===== src/vcd_pkg.sv =====
`default_nettype none
package vcd_pkg;

  // ---------------------------------------------------------------
  // register map (byte addresses)
  // ---------------------------------------------------------------
  localparam logic [11:0] VCD_OFS_CMD    = 12'h000;
  localparam logic [11:0] VCD_OFS_ACRD   = 12'h004;
  localparam logic [11:0] VCD_OFS_DATA   = 12'h008;
  localparam logic [11:0] VCD_OFS_STATUS = 12'h00C;

  // ---------------------------------------------------------------
  // field positions
  // ---------------------------------------------------------------
  localparam int VCD_CMD_RS_BIT = 8;
  localparam int VCD_BUSY_BIT   = 7;

  // ---------------------------------------------------------------
  // reset values and geometry
  // ---------------------------------------------------------------
  localparam logic [7:0] VCD_SPACE_CODE = 8'h20;
  localparam logic [6:0] VCD_AC_RESET   = 7'h00;
  localparam logic [6:0] VCD_LINE1_BASE = 7'h40;
  localparam logic [5:0] VCD_LINE_LEN   = 6'h28;
  localparam int         VCD_TEXT_DEPTH  = 128;
  localparam int         VCD_GLYPH_DEPTH = 64;
  localparam logic [1:0] VCD_BRIGHT_100 = 2'h0;
  localparam logic [1:0] VCD_BRIGHT_75  = 2'h1;
  localparam logic [1:0] VCD_BRIGHT_50  = 2'h2;
  localparam logic [1:0] VCD_BRIGHT_25  = 2'h3;

  // ---------------------------------------------------------------
  // timing
  // ---------------------------------------------------------------
  localparam longint VCD_CLK_PERIOD_NS  = 25;
  localparam longint VCD_BLINK_HALF_NS  = 500000000;
  localparam longint VCD_BLINK_HALF_CYC = VCD_BLINK_HALF_NS / VCD_CLK_PERIOD_NS;

  typedef enum logic [0:0] {
    VCD_TGT_TEXT  = 1'b0,
    VCD_TGT_GLYPH = 1'b1
  } vcd_target_t;

  typedef struct packed {
    logic       increment_select;
    logic       shift_on_write;
    logic       display_on_bit;
    logic       cursor_on_bit;
    logic       blink_bit;
    logic       bus_width_bit;
    logic       line_count_bit;
    logic [1:0] brightness_field;
  } vcd_cfg_t;

  localparam vcd_cfg_t VCD_CFG_RESET = '{1'b1, 1'b0, 1'b0, 1'b0, 1'b0, 1'b1, 1'b1, 2'h0};

  typedef struct packed {
    logic [4:0] position;
    logic [7:0] code;
    logic       visible;
    logic       cursor_row;
    logic       all_on;
  } vcd_scan_t;

endpackage
`default_nettype wire


===== src/vcd_char_command_decoder.sv =====
`default_nettype none
//
// Behaviour
// - bit3-top instruction loads display, cursor, blink bits only
// - display off blanks screen; on shows text RAM
// - cursor on lights eighth pixel row at cursor position
// - blink alternates cursor character with all-on, about 1 Hz, half duty
// - bit4-top instruction steps counter per direction, no RAM access
// - with shift select, whole image moves one character
// - cursor shift instruction makes counter target text RAM
// - bit5-top instruction sets 4-bit or 8-bit bus width
// - brightness field selects 100, 75, 50 or 25 percent
// - bit6-top instruction loads 6-bit address, targets glyph RAM
// - bit7 instruction loads 7-bit address, targets text RAM
// - instruction read returns counter and busy bit zero
// - every byte accepted at full rate, never busy
// - data write stores byte at counter in selected RAM
// - after data write counter steps and display may shift
// - data read returns byte at counter then steps counter
// - reset fills text RAM with spaces, counter 00H, unshifted
// - reset sets entry, control and function defaults
// - settings instructions leave RAM and counter alone
// - decrement shifts right, increment shifts left on write
module vcd_char_command_decoder #(
  parameter longint BLINK_HALF_CYCLES = vcd_pkg::VCD_BLINK_HALF_CYC
) (
  input  wire logic             clk,
  input  wire logic             rst_n,
  input  wire logic             psel,
  input  wire logic             penable,
  input  wire logic             pwrite,
  input  wire logic [11:0]      paddr,
  input  wire logic [31:0]      pwdata,
  output logic      [31:0]      prdata,
  output logic                  pready,
  output logic                  pslverr,
  output vcd_pkg::vcd_cfg_t     cfg_out,
  output vcd_pkg::vcd_scan_t    scan_out
);

  // ---------------------------------------------------------------
  // helpers
  // ---------------------------------------------------------------
  function automatic logic [6:0] vcd_step(input logic [6:0] ac, input logic up);
    vcd_step = up ? 7'(ac + 7'h01) : 7'(ac - 7'h01);
  endfunction

  // offset counts how far the image has moved left, modulo a line
  function automatic logic [5:0] vcd_shift(input logic [5:0] off, input logic left);
    logic [5:0] r;
    r = '0;
    if (left)
    begin
      r = (off == 6'(vcd_pkg::VCD_LINE_LEN - 6'h01)) ? 6'h00 : 6'(off + 6'h01);
    end
    else
    begin
      r = (off == 6'h00) ? 6'(vcd_pkg::VCD_LINE_LEN - 6'h01) : 6'(off - 6'h01);
    end
    vcd_shift = r;
  endfunction

  // ---------------------------------------------------------------
  // state
  // ---------------------------------------------------------------
  vcd_pkg::vcd_cfg_t    cfg_reg;
  vcd_pkg::vcd_cfg_t    cfg_next;
  vcd_pkg::vcd_target_t target_reg;
  vcd_pkg::vcd_target_t target_next;
  logic [6:0]           ac_reg;
  logic [6:0]           ac_next;
  logic [5:0]           offset_reg;
  logic [5:0]           offset_next;
  logic [7:0]           text_mem [vcd_pkg::VCD_TEXT_DEPTH];
  logic [7:0]           glyph_mem [vcd_pkg::VCD_GLYPH_DEPTH];
  logic [31:0]          prdata_reg;
  logic [31:0]          prdata_next;
  logic                 pready_reg;
  logic                 pslverr_reg;
  logic                 pslverr_next;
  logic [31:0]          blink_cnt_reg;
  logic                 blink_phase_reg;
  logic [4:0]           scan_pos_reg;
  vcd_pkg::vcd_scan_t   scan_reg;
  vcd_pkg::vcd_scan_t   scan_next;

  // ---------------------------------------------------------------
  // bus decode
  // ---------------------------------------------------------------
  wire        setup_phase = psel && !penable;
  wire        access      = psel && penable && pready_reg;
  wire        hit_cmd     = (paddr == vcd_pkg::VCD_OFS_CMD);
  wire        hit_acrd    = (paddr == vcd_pkg::VCD_OFS_ACRD);
  wire        hit_data    = (paddr == vcd_pkg::VCD_OFS_DATA);
  wire        hit_status  = (paddr == vcd_pkg::VCD_OFS_STATUS);
  wire        hit_any     = hit_cmd || hit_acrd || hit_data || hit_status;
  // only the command word is writable; the read ports refuse writes
  wire        bad_access  = !hit_any || (pwrite && !hit_cmd);
  wire        wr_fire     = access && pwrite && hit_cmd;
  wire        rd_data     = access && !pwrite && hit_data;
  wire [7:0]  wbyte       = pwdata[7:0];
  wire        wr_rs       = pwdata[vcd_pkg::VCD_CMD_RS_BIT];
  wire        is_instr    = wr_fire && !wr_rs;
  wire        is_dwrite   = wr_fire && wr_rs;
  wire        op_entry    = is_instr && (wbyte[7:2] == 6'h01);
  wire        op_ctrl     = is_instr && (wbyte[7:3] == 5'h01);
  wire        op_shift    = is_instr && (wbyte[7:4] == 4'h1);
  wire        op_func     = is_instr && (wbyte[7:5] == 3'h1);
  wire        op_cgset    = is_instr && (wbyte[7:6] == 2'h1);
  wire        op_ddset    = is_instr && wbyte[7];
  wire        tgt_glyph   = (target_reg == vcd_pkg::VCD_TGT_GLYPH);
  wire [7:0]  ram_rd      = tgt_glyph ? glyph_mem[ac_reg[5:0]] : text_mem[ac_reg];
  wire [31:0] ac_word     = {24'h000000, 1'b0, ac_reg}; // busy bit is bit 7, never set
  wire [31:0] status_word = {16'h0000, offset_reg, target_reg, cfg_reg};

  // ---------------------------------------------------------------
  // instruction and data execution
  // ---------------------------------------------------------------
  always_comb
  begin
    cfg_next    = cfg_reg;
    target_next = target_reg;
    ac_next     = ac_reg;
    offset_next = offset_reg;
    if (op_ddset)
    begin
      ac_next     = wbyte[6:0];
      target_next = vcd_pkg::VCD_TGT_TEXT;
    end
    else if (op_cgset)
    begin
      ac_next     = {1'b0, wbyte[5:0]};
      target_next = vcd_pkg::VCD_TGT_GLYPH;
    end
    else if (op_func)
    begin
      cfg_next.bus_width_bit    = wbyte[4];
      cfg_next.line_count_bit   = wbyte[3];
      cfg_next.brightness_field = wbyte[1:0];
    end
    else if (op_shift)
    begin
      ac_next     = vcd_step(ac_reg, wbyte[2]);
      target_next = vcd_pkg::VCD_TGT_TEXT;
      if (wbyte[3])
      begin
        offset_next = vcd_shift(offset_reg, !wbyte[2]);
      end
    end
    else if (op_ctrl)
    begin
      cfg_next.display_on_bit = wbyte[2];
      cfg_next.cursor_on_bit  = wbyte[1];
      cfg_next.blink_bit      = wbyte[0];
    end
    else if (op_entry)
    begin
      cfg_next.increment_select = wbyte[1];
      cfg_next.shift_on_write   = wbyte[0];
    end
    else if (is_dwrite)
    begin
      ac_next = vcd_step(ac_reg, cfg_reg.increment_select);
      if (cfg_reg.shift_on_write && !tgt_glyph)
      begin
        offset_next = vcd_shift(offset_reg, cfg_reg.increment_select);
      end
    end
    else if (rd_data)
    begin
      ac_next = vcd_step(ac_reg, cfg_reg.increment_select);
    end
  end

  // zero-wait answer: prepared in setup, valid in the access phase
  assign prdata_next  = !setup_phase ? 32'h00000000 :
                        hit_acrd     ? ac_word :
                        hit_data     ? {24'h000000, ram_rd} :
                        hit_status   ? status_word : 32'h00000000;
  assign pslverr_next = setup_phase && bad_access;

  // ---------------------------------------------------------------
  // control registers
  // ---------------------------------------------------------------
  always_ff @(posedge clk or negedge rst_n)
  begin
    if (!rst_n)
    begin
      cfg_reg     <= vcd_pkg::VCD_CFG_RESET;
      target_reg  <= vcd_pkg::VCD_TGT_TEXT;
      ac_reg      <= vcd_pkg::VCD_AC_RESET;
      offset_reg  <= 6'h00;
      prdata_reg  <= 32'h00000000;
      pready_reg  <= 1'b0;
      pslverr_reg <= 1'b0;
    end
    else
    begin
      cfg_reg     <= cfg_next;
      target_reg  <= target_next;
      ac_reg      <= ac_next;
      offset_reg  <= offset_next;
      prdata_reg  <= prdata_next;
      pready_reg  <= setup_phase;
      pslverr_reg <= pslverr_next;
    end
  end

  // ---------------------------------------------------------------
  // character memories
  // ---------------------------------------------------------------
  // text memory resets in flops: a space fill needs no sequencer
  always_ff @(posedge clk or negedge rst_n)
  begin
    if (!rst_n)
    begin
      for (int i = 0; i < vcd_pkg::VCD_TEXT_DEPTH; i++)
      begin
        text_mem[i] <= vcd_pkg::VCD_SPACE_CODE;
      end
    end
    else if (is_dwrite && !tgt_glyph)
    begin
      text_mem[ac_reg] <= wbyte;
    end
  end

  always_ff @(posedge clk or negedge rst_n)
  begin
    if (!rst_n)
    begin
      for (int i = 0; i < vcd_pkg::VCD_GLYPH_DEPTH; i++)
      begin
        glyph_mem[i] <= 8'h00;
      end
    end
    else if (is_dwrite && tgt_glyph)
    begin
      glyph_mem[ac_reg[5:0]] <= wbyte;
    end
  end

  // ---------------------------------------------------------------
  // blink timer and screen scan
  // ---------------------------------------------------------------
  wire        blink_wrap = (blink_cnt_reg == 32'(BLINK_HALF_CYCLES - 1));
  wire        scan_line  = scan_pos_reg[4];
  wire [5:0]  col_sum    = 6'({2'b00, scan_pos_reg[3:0]} + offset_reg);
  wire [5:0]  col_wrap   = (col_sum >= vcd_pkg::VCD_LINE_LEN) ?
                           6'(col_sum - vcd_pkg::VCD_LINE_LEN) : col_sum;
  wire [6:0]  scan_addr  = 7'((scan_line ? vcd_pkg::VCD_LINE1_BASE : 7'h00) + {1'b0, col_wrap});
  wire        at_cursor  = !tgt_glyph && (ac_reg == scan_addr);
  wire        disp_on    = cfg_reg.display_on_bit;

  always_comb
  begin
    scan_next            = '0;
    scan_next.position   = scan_pos_reg;
    scan_next.code       = disp_on ? text_mem[scan_addr] : vcd_pkg::VCD_SPACE_CODE;
    scan_next.visible    = disp_on;
    scan_next.cursor_row = disp_on && cfg_reg.cursor_on_bit && at_cursor;
    scan_next.all_on     = disp_on && cfg_reg.blink_bit && blink_phase_reg && at_cursor;
  end

  always_ff @(posedge clk or negedge rst_n)
  begin
    if (!rst_n)
    begin
      blink_cnt_reg   <= 32'h00000000;
      blink_phase_reg <= 1'b0;
      scan_pos_reg    <= 5'h00;
      scan_reg        <= '0;
    end
    else
    begin
      blink_cnt_reg   <= blink_wrap ? 32'h00000000 : 32'(blink_cnt_reg + 32'h00000001);
      blink_phase_reg <= blink_wrap ? !blink_phase_reg : blink_phase_reg;
      scan_pos_reg    <= 5'(scan_pos_reg + 5'h01);
      scan_reg        <= scan_next;
    end
  end

  assign prdata   = prdata_reg;
  assign pready   = pready_reg;
  assign pslverr  = pslverr_reg;
  assign cfg_out  = cfg_reg;
  assign scan_out = scan_reg;
endmodule // vcd_char_command_decoder
`default_nettype wire


===== config.mk =====
export PLATFORM = sky130hd
export DESIGN_NAME = vcd_char_command_decoder
export DESIGN_NICKNAME = d
export VERILOG_FILES = /design/src/vcd_pkg.sv /design/src/vcd_char_command_decoder.sv
export SDC_FILE = /design/constraint.sdc
export NUM_CORES = 2
export LEC_CHECK = 0
export BUFFER_PORTS_ARGS = -buffer_cell sky130_fd_sc_hd__buf_2
export CAP_MARGIN = 5
export CORE_UTILIZATION = 46
export CTS_CLUSTER_SIZE = 12
export DETAILED_ROUTE_END_ITERATION = 7
export PLACE_DENSITY = 0.66
export SETUP_SLACK_MARGIN = 0.15
export SLEW_MARGIN = 10
export SYNTH_ARGS = -nofsm -noshare
export SYNTH_HDL_FRONTEND = slang
export SYNTH_SLANG_ARGS = --single-unit

===== constraint.sdc =====
create_clock -name clk -period 12.4 [get_ports clk]
set_clock_uncertainty 0.15 [all_clocks]
set_input_delay 2.48 -clock clk [delete_from_list [all_inputs] [get_ports clk]]
set_output_delay 2.48 -clock clk [all_outputs]
set_load 0.05 [all_outputs]

# Word level (Yosys, flattened, before mapping)
# Index checks and enable logic that the tools add are counted.
# totals
register_bits	1631
inputBits	49
output_inout_bits	59
elab_cells	353
# classes
add_sub_neg	9
order_cmp	6
n_eq_ne	17
n_mux	48
n_bitwise	8
n_reduce_logical	51
# op_table
op	n
bitwise mux 1024 bit	1
bitwise mux 512 bit	1
binary-select mux 8 bit (select 7 bit)	2
two-way mux 8 bit	10
two-way mux 7 bit	11
two-way mux 6 bit	11
two-way mux 16 bit	4
demux 8 bit (select 7 bit)	1
binary-select mux 8 bit (select 6 bit)	1
demux 8 bit (select 6 bit)	1
adder 32 x 1 -> 32 bit, second input constant	1
== test 32 x 25 -> 1 bit, second input constant	1
two-way mux 32 bit	1
logical AND 1 bit	28
== test 12 x 4 -> 1 bit, second input constant	2
greater-or-equal comparator 8 bit, second input constant	2
inverter 7 -> 8 bit	2
== test 12 x 3 -> 1 bit, second input constant	1
zero test 12 bit	1
less-than comparator 8 x 1 -> 1 bit, second input constant	1
!= test 4 x 1 -> 1 bit, second input constant	2
AND reduction 8 bit	1
adder 7 x 1 -> 7 bit, second input constant	1
adder 7 x 6 -> 7 bit	1
33 further kinds	51

# Longest topological paths before layout
# logic_depth
word_depth	12
ltp_mapped	15
depth_no_buf	13

# Worst setup path after synthesis
# No wires, ideal clock.
# synth_path
kind	input to register
start	in paddr[7]
end	reg ac_reg[4]
setup_time_ns	0.126
arrival_ns	4.613
required_time_ns	12.124
setup_slack_ns	7.511
stages	8
n_path_buf	0
path_cell_list	nor4_1 -> nand4_1 -> nor4b_2 -> mux2_2 -> nor4b_1 -> a41oi_1 -> mux2i_1 -> a221o_1
# synth_via
elab_chain_len	10
elab_cells_between_ends	24
cone_classes	eq/ne: 4; mux: 7; reduce/logical: 13
# synth_lines
element	line	source
start: declaration	vcd_char_command_decoder.sv:32	input wire logic [11:0] paddr,
zero test 12 bit	vcd_char_command_decoder.sv:92	wire hit_cmd = (paddr == vcd_pkg::VCD_OFS_CMD);
logical AND 1 bit	vcd_char_command_decoder.sv:99	wire wr_fire = access && pwrite && hit_cmd;
logical AND 1 bit	vcd_char_command_decoder.sv:104	wire is_dwrite = wr_fire && wr_rs;
two-way mux 7 bit	vcd_char_command_decoder.sv:161	else if (is_dwrite)
two-way mux 7 bit	vcd_char_command_decoder.sv:156	else if (op_entry)
two-way mux 7 bit	vcd_char_command_decoder.sv:150	else if (op_ctrl)
two-way mux 7 bit	vcd_char_command_decoder.sv:141	else if (op_shift)
two-way mux 7 bit	vcd_char_command_decoder.sv:135	else if (op_func)
two-way mux 7 bit	vcd_char_command_decoder.sv:130	else if (op_cgset)
two-way mux 7 bit	vcd_char_command_decoder.sv:125	if (op_ddset)
end signal: assignment	vcd_char_command_decoder.sv:191	ac_reg <= vcd_pkg::VCD_AC_RESET;
end signal: assignment	vcd_char_command_decoder.sv:201	ac_reg <= ac_next;
end: declaration	vcd_char_command_decoder.sv:70	logic [6:0] ac_reg;
# Several ways; a longest one is shown, not always the timed one. The select of a mux whose other input is x is not followed.
# A chain may end at the register's enable or synchronous reset.

# Worst setup path in the final report
# layout_path
start	reg ac_reg[0]
end	reg prdata_reg[0] (netlist: prdata[0])
# layout_via
elab_chain_len	8
elab_cells_between_ends	12
cone_classes	mux: 10; bitwise: 2
# layout_lines
element	line	source
inverter 7 -> 8 bit (not written as such) or inverter 6 -> 7 bit (tied branches)	vcd_char_command_decoder.sv:112	wire [7:0] ram_rd = tgt_glyph ? glyph_mem[ac_reg[5:0]] : text_mem[ac_reg];
binary-select mux 8 bit (select 7 bit) or binary-select mux 8 bit (select 6 bit) (tied branches)	vcd_char_command_decoder.sv:112	
two-way mux 8 bit (not written as such) (2 in a row)	vcd_char_command_decoder.sv:112	
two-way mux 8 bit	vcd_char_command_decoder.sv:112	
two-way mux 16 bit	vcd_char_command_decoder.sv:178	hit_data ? {24'h000000, ram_rd} :
two-way mux 16 bit *	vcd_char_command_decoder.sv:177	hit_acrd ? ac_word :
two-way mux 16 bit *	vcd_char_command_decoder.sv:176	assign prdata_next = !setup_phase ? 32'h00000000 :
net prdata_next[0]	vcd_char_command_decoder.sv:77	logic [31:0] prdata_next;
end signal: assignment	vcd_char_command_decoder.sv:203	prdata_reg <= prdata_next;
end: declaration	vcd_char_command_decoder.sv:76	logic [31:0] prdata_reg;
# Mark *: on every way through the listed nets, which the timed path passes. The rest lies on a longest branch. The select of a mux whose other input is x is not followed.

==> flow_metrics.tcl <==
set metrics [dict create \
    setup_violations 0 \
    ios 108 \
    initial_core_util_pct 46.32 \
    cp_max_fo 41 \
    grt_max_degree 184 \
    cp-end-kind "register" \
    antenna_found_initial 14 \
    clk_pin_slew_ns 0.06 \
    yosysWarnings 0 \
    fin_ws_ns 6.006 \
    yosysTopAreaCell "dfrtp_1" \
    cts_buffer_depth 3 \
    die_y_um 428.6 \
    cap_violations 0 \
    netlist.area_leader.share_pct 44.84 \
    drc_errors 0 \
    synth-seq-area-share_pct 48.95 \
    largest_reg_flops 1024 \
    powerDensity_nw_per_um2 117.5 \
    dr.pass1.iters 6 \
    cts_tree "done" \
    grt_pass1_vias 59910 \
    required_ns 12.88 \
    synth_area_um2 83720 \
    p_leak_nw 42.78 \
    finalCritPeriodShare_pct 51.56 \
    r2r_setup_slack_ns 6.01 \
    hpwl_um 180200 \
    post_cts_buffers 0 \
    synth_edf_count 0 \
    cts_buffers 173 \
    synthCells 6378 \
    viasPerCell 6.837 \
    drt_iter0_markers 7858 \
    routabilityCongestion 0.9508 \
    io_buffers 68 \
    dieArea_um2 183700 \
    wl_um 294200 \
    rsz0062_at_grt "no" \
    clkPwrFrac_pct 48.6 \
    min_period_ns 6.394 \
    drive_gt1_share_pct 42.30 \
    seq_power_share_pct 49.3 \
    cts_sinks 1631 \
    switchingPower_mw 2.468 \
    fmax_ghz 0.1564 \
    tightest_slew_ns 1.247 \
    cts_hold_buf 0 \
    grt_pass1_wl_um 426400 \
    die_w_um 428.6 \
    htreeDepth 4 \
    p_int_mw 8.344 \
    setup_tns_ns 0 \
    synth-seq-cells 1631 \
    dp_worst_setup_slack_ns 5.633 \
    ys_top_cells_by_area "dfrtp_1 (45%), mux2_2 (21%), mux4_2 (8.6%), dfstp_2 (4.1%), mux2i_1 (2.0%)" \
    rows 156 \
    max-slew-margin-rel_pct 16.35 \
    ys_types 96 \
    worstSetupPathType "register to register" \
    total_power_mw 10.81 \
    clock_tree.root_cell "clkbuf_16" \
    crit_arrival_ns 6.87 \
    synth_flop_cell "dfrtp_1" \
    post-route-util_pct 50.91 \
    insertion_delay_ns 0.84 \
    grt-ovfl-total 0 \
    drv_slew 0 \
    routed-via-count 59880 \
    status "finished, final reports clean" \
    swShare_pct 22.83 \
    vdd.ir_drop.worst_mv 0.1272 \
    areaGrowthSynthToFinish_pct 9.921 \
    combPwrFrac_pct 2.2 \
    cts_resized 0 \
    synth.avg_cell_area_um2 13.13 \
    grt_use_total_pct 31.67 \
    async_flop_share_pct 100.0 \
    finalHoldViolCount 0 \
    num-fill-cells 15420 \
    critPathLaunchType "register" \
    hold_path.class "register to register" \
    core_um2 180700 \
    routedWlPerCell_um 33.59 \
    ant_nets 0 \
    nNetsFinal 6297 \
]
[cells in the final DEF (no fill, tap or decap), types with 19 or more instances in the layout]
master / n
mux2_2: 1589
dfrtp_1: 1494
nand2_1: 380
mux4_2: 318
clkbuf_16: 177
a22oi_1: 172
a221oi_1: 166
mux2i_1: 164
nor2_1: 159
buf_4: 134
dfstp_2: 131
a21oi_1: 120
o21ai_0: 116
nand3_1: 102
nand2_2: 81
mux2_1: 80
nand4_1: 60
clkbuf_1: 60
buf_2: 59
a22o_1: 57
and3_1: 49
clkbuf_8: 39
nor2_2: 36
a221o_1: 34
a211oi_1: 33
o211ai_1: 32
nor3_1: 29
a31oi_1: 27
xor2_1: 23
clkinv_2: 23
inv_1: 22
xnor2_1: 22
o22ai_1: 20
o221ai_1: 19
[through the flow]
stage	hold WS, ns	area (µm²)	cells
finish	0.3237	92020	8758
global route	0.3436	92000	8750
CTS	0.3249	91990	8749
detailed placement	0.3111	86290	8430
global placement	0.3130	86290	8430
floorplan	0.2589	83770	6393
[cells by family (layout without fill, tap and decap cells)]
group | Yosys count | in the layout | share of synthesized area (%)
adder cells (fa/ha/maj) | 13 | 13 | 0.2033
AO/OA/AOI/OAI | 965 | 965 | 8.643
buffers and inverters | 577 | 563 | 3.003
AND/OR/NAND/NOR | 990 | 990 | 5.693
other | 1 | 25 | 0.004479
XOR/XNOR | 47 | 47 | 0.4917
flip-flops | 1631 | 1631 | 48.95
multiplexers | 2154 | 2154 | 33.01
[power groups by stage]
stage                     clock network, mW  registers, mW  logic [mW]
after floorplan                           0           5.42      0.0797
after global placement                    0           5.42       0.236
after detailed placement                  0           5.42       0.241
after CTS                              5.29           5.33       0.241
after global routing                   5.51           5.32       0.263
final                                  5.25           5.33       0.237
[Yosys cell counts (19+ instances only)]
library cell,count
mux2_2,1589
nor2_1,162
nor3_1,30
buf_2,127
nand2_2,81
o211ai_1,32
nand4_1,60
o221ai_1,19
xor2_1,24
a22oi_1,172
mux2_1,80
xnor2_1,23
mux2i_1,165
clkbuf_1,328
a21oi_1,120
nor2b_1,20
o22ai_1,20
dfrtp_1,1500
a221o_1,34
inv_1,23
dfstp_2,131
a211oi_1,33
a31oi_1,27
a221oi_1,166
buf_4,44
nor2_2,43
a22o_1,57
mux4_2,318
o21ai_0,116
nand3_1,102
nand2_1,380
buf_1,47
and3_1,50
[layer usage]
| layer | up-vias | track usage [%] | part of all wire [%] |
|---|---|---|---|
| met5 | - | 0 | 0.12 |
| met4 | 18 | 20.64 | 7.6 |
| met3 | 1009 | 9.465 | 11 |
| met2 | 3566 | 45.35 | 43 |
| met1 | 31260 | 41.72 | 38 |
| li1 | 24020 | - | - |
[path summary, 6_finish.rpt]
| check | from | endpoint | cells past startpoint |
|---|---|---|---|
| worst max-delay path | ac_reg[0] | prdata[0] | 10 |
| worst min-delay path | blink_cnt_reg[31] | blink_cnt_reg[31] | 1 |
| worst max register to register | ac_reg[0] | prdata[0] | 10 |
| worst min register to register | blink_cnt_reg[31] | blink_cnt_reg[31] | 1 |
| max in group asynchronous | rst_n | glyph_mem[388] | 3 |
| min in group asynchronous | rst_n | text_mem[758] | 1 |
[area by class of cell]
type	instances	area (µm²)	share of cell area (%)
antenna	9	22.52	0.02447
multi-input combinational	4185	40520	44.04
sequential	1631	41000	44.55
tap	2370	2965	3.222
clock buffer	276	5191	5.641
clock inverter	43	506.7	0.5507
timing repair buffer	217	1712	1.860
inverter	27	105.1	0.1142
[worst max-delay path, stage by stage (launching register included)]
cell,delay (ns)
dfrtp_4,0.83
buf_4,0.75
buf_4,0.56
and3b_4,0.72
buf_4,0.65
a22oi_1,0.19
nand4_1,0.18
o21ai_0,0.12
o21ai_0,0.73
o21bai_1,0.38
a311oi_1,0.87
No activity file was read; power rests on OpenSTA's default activity.
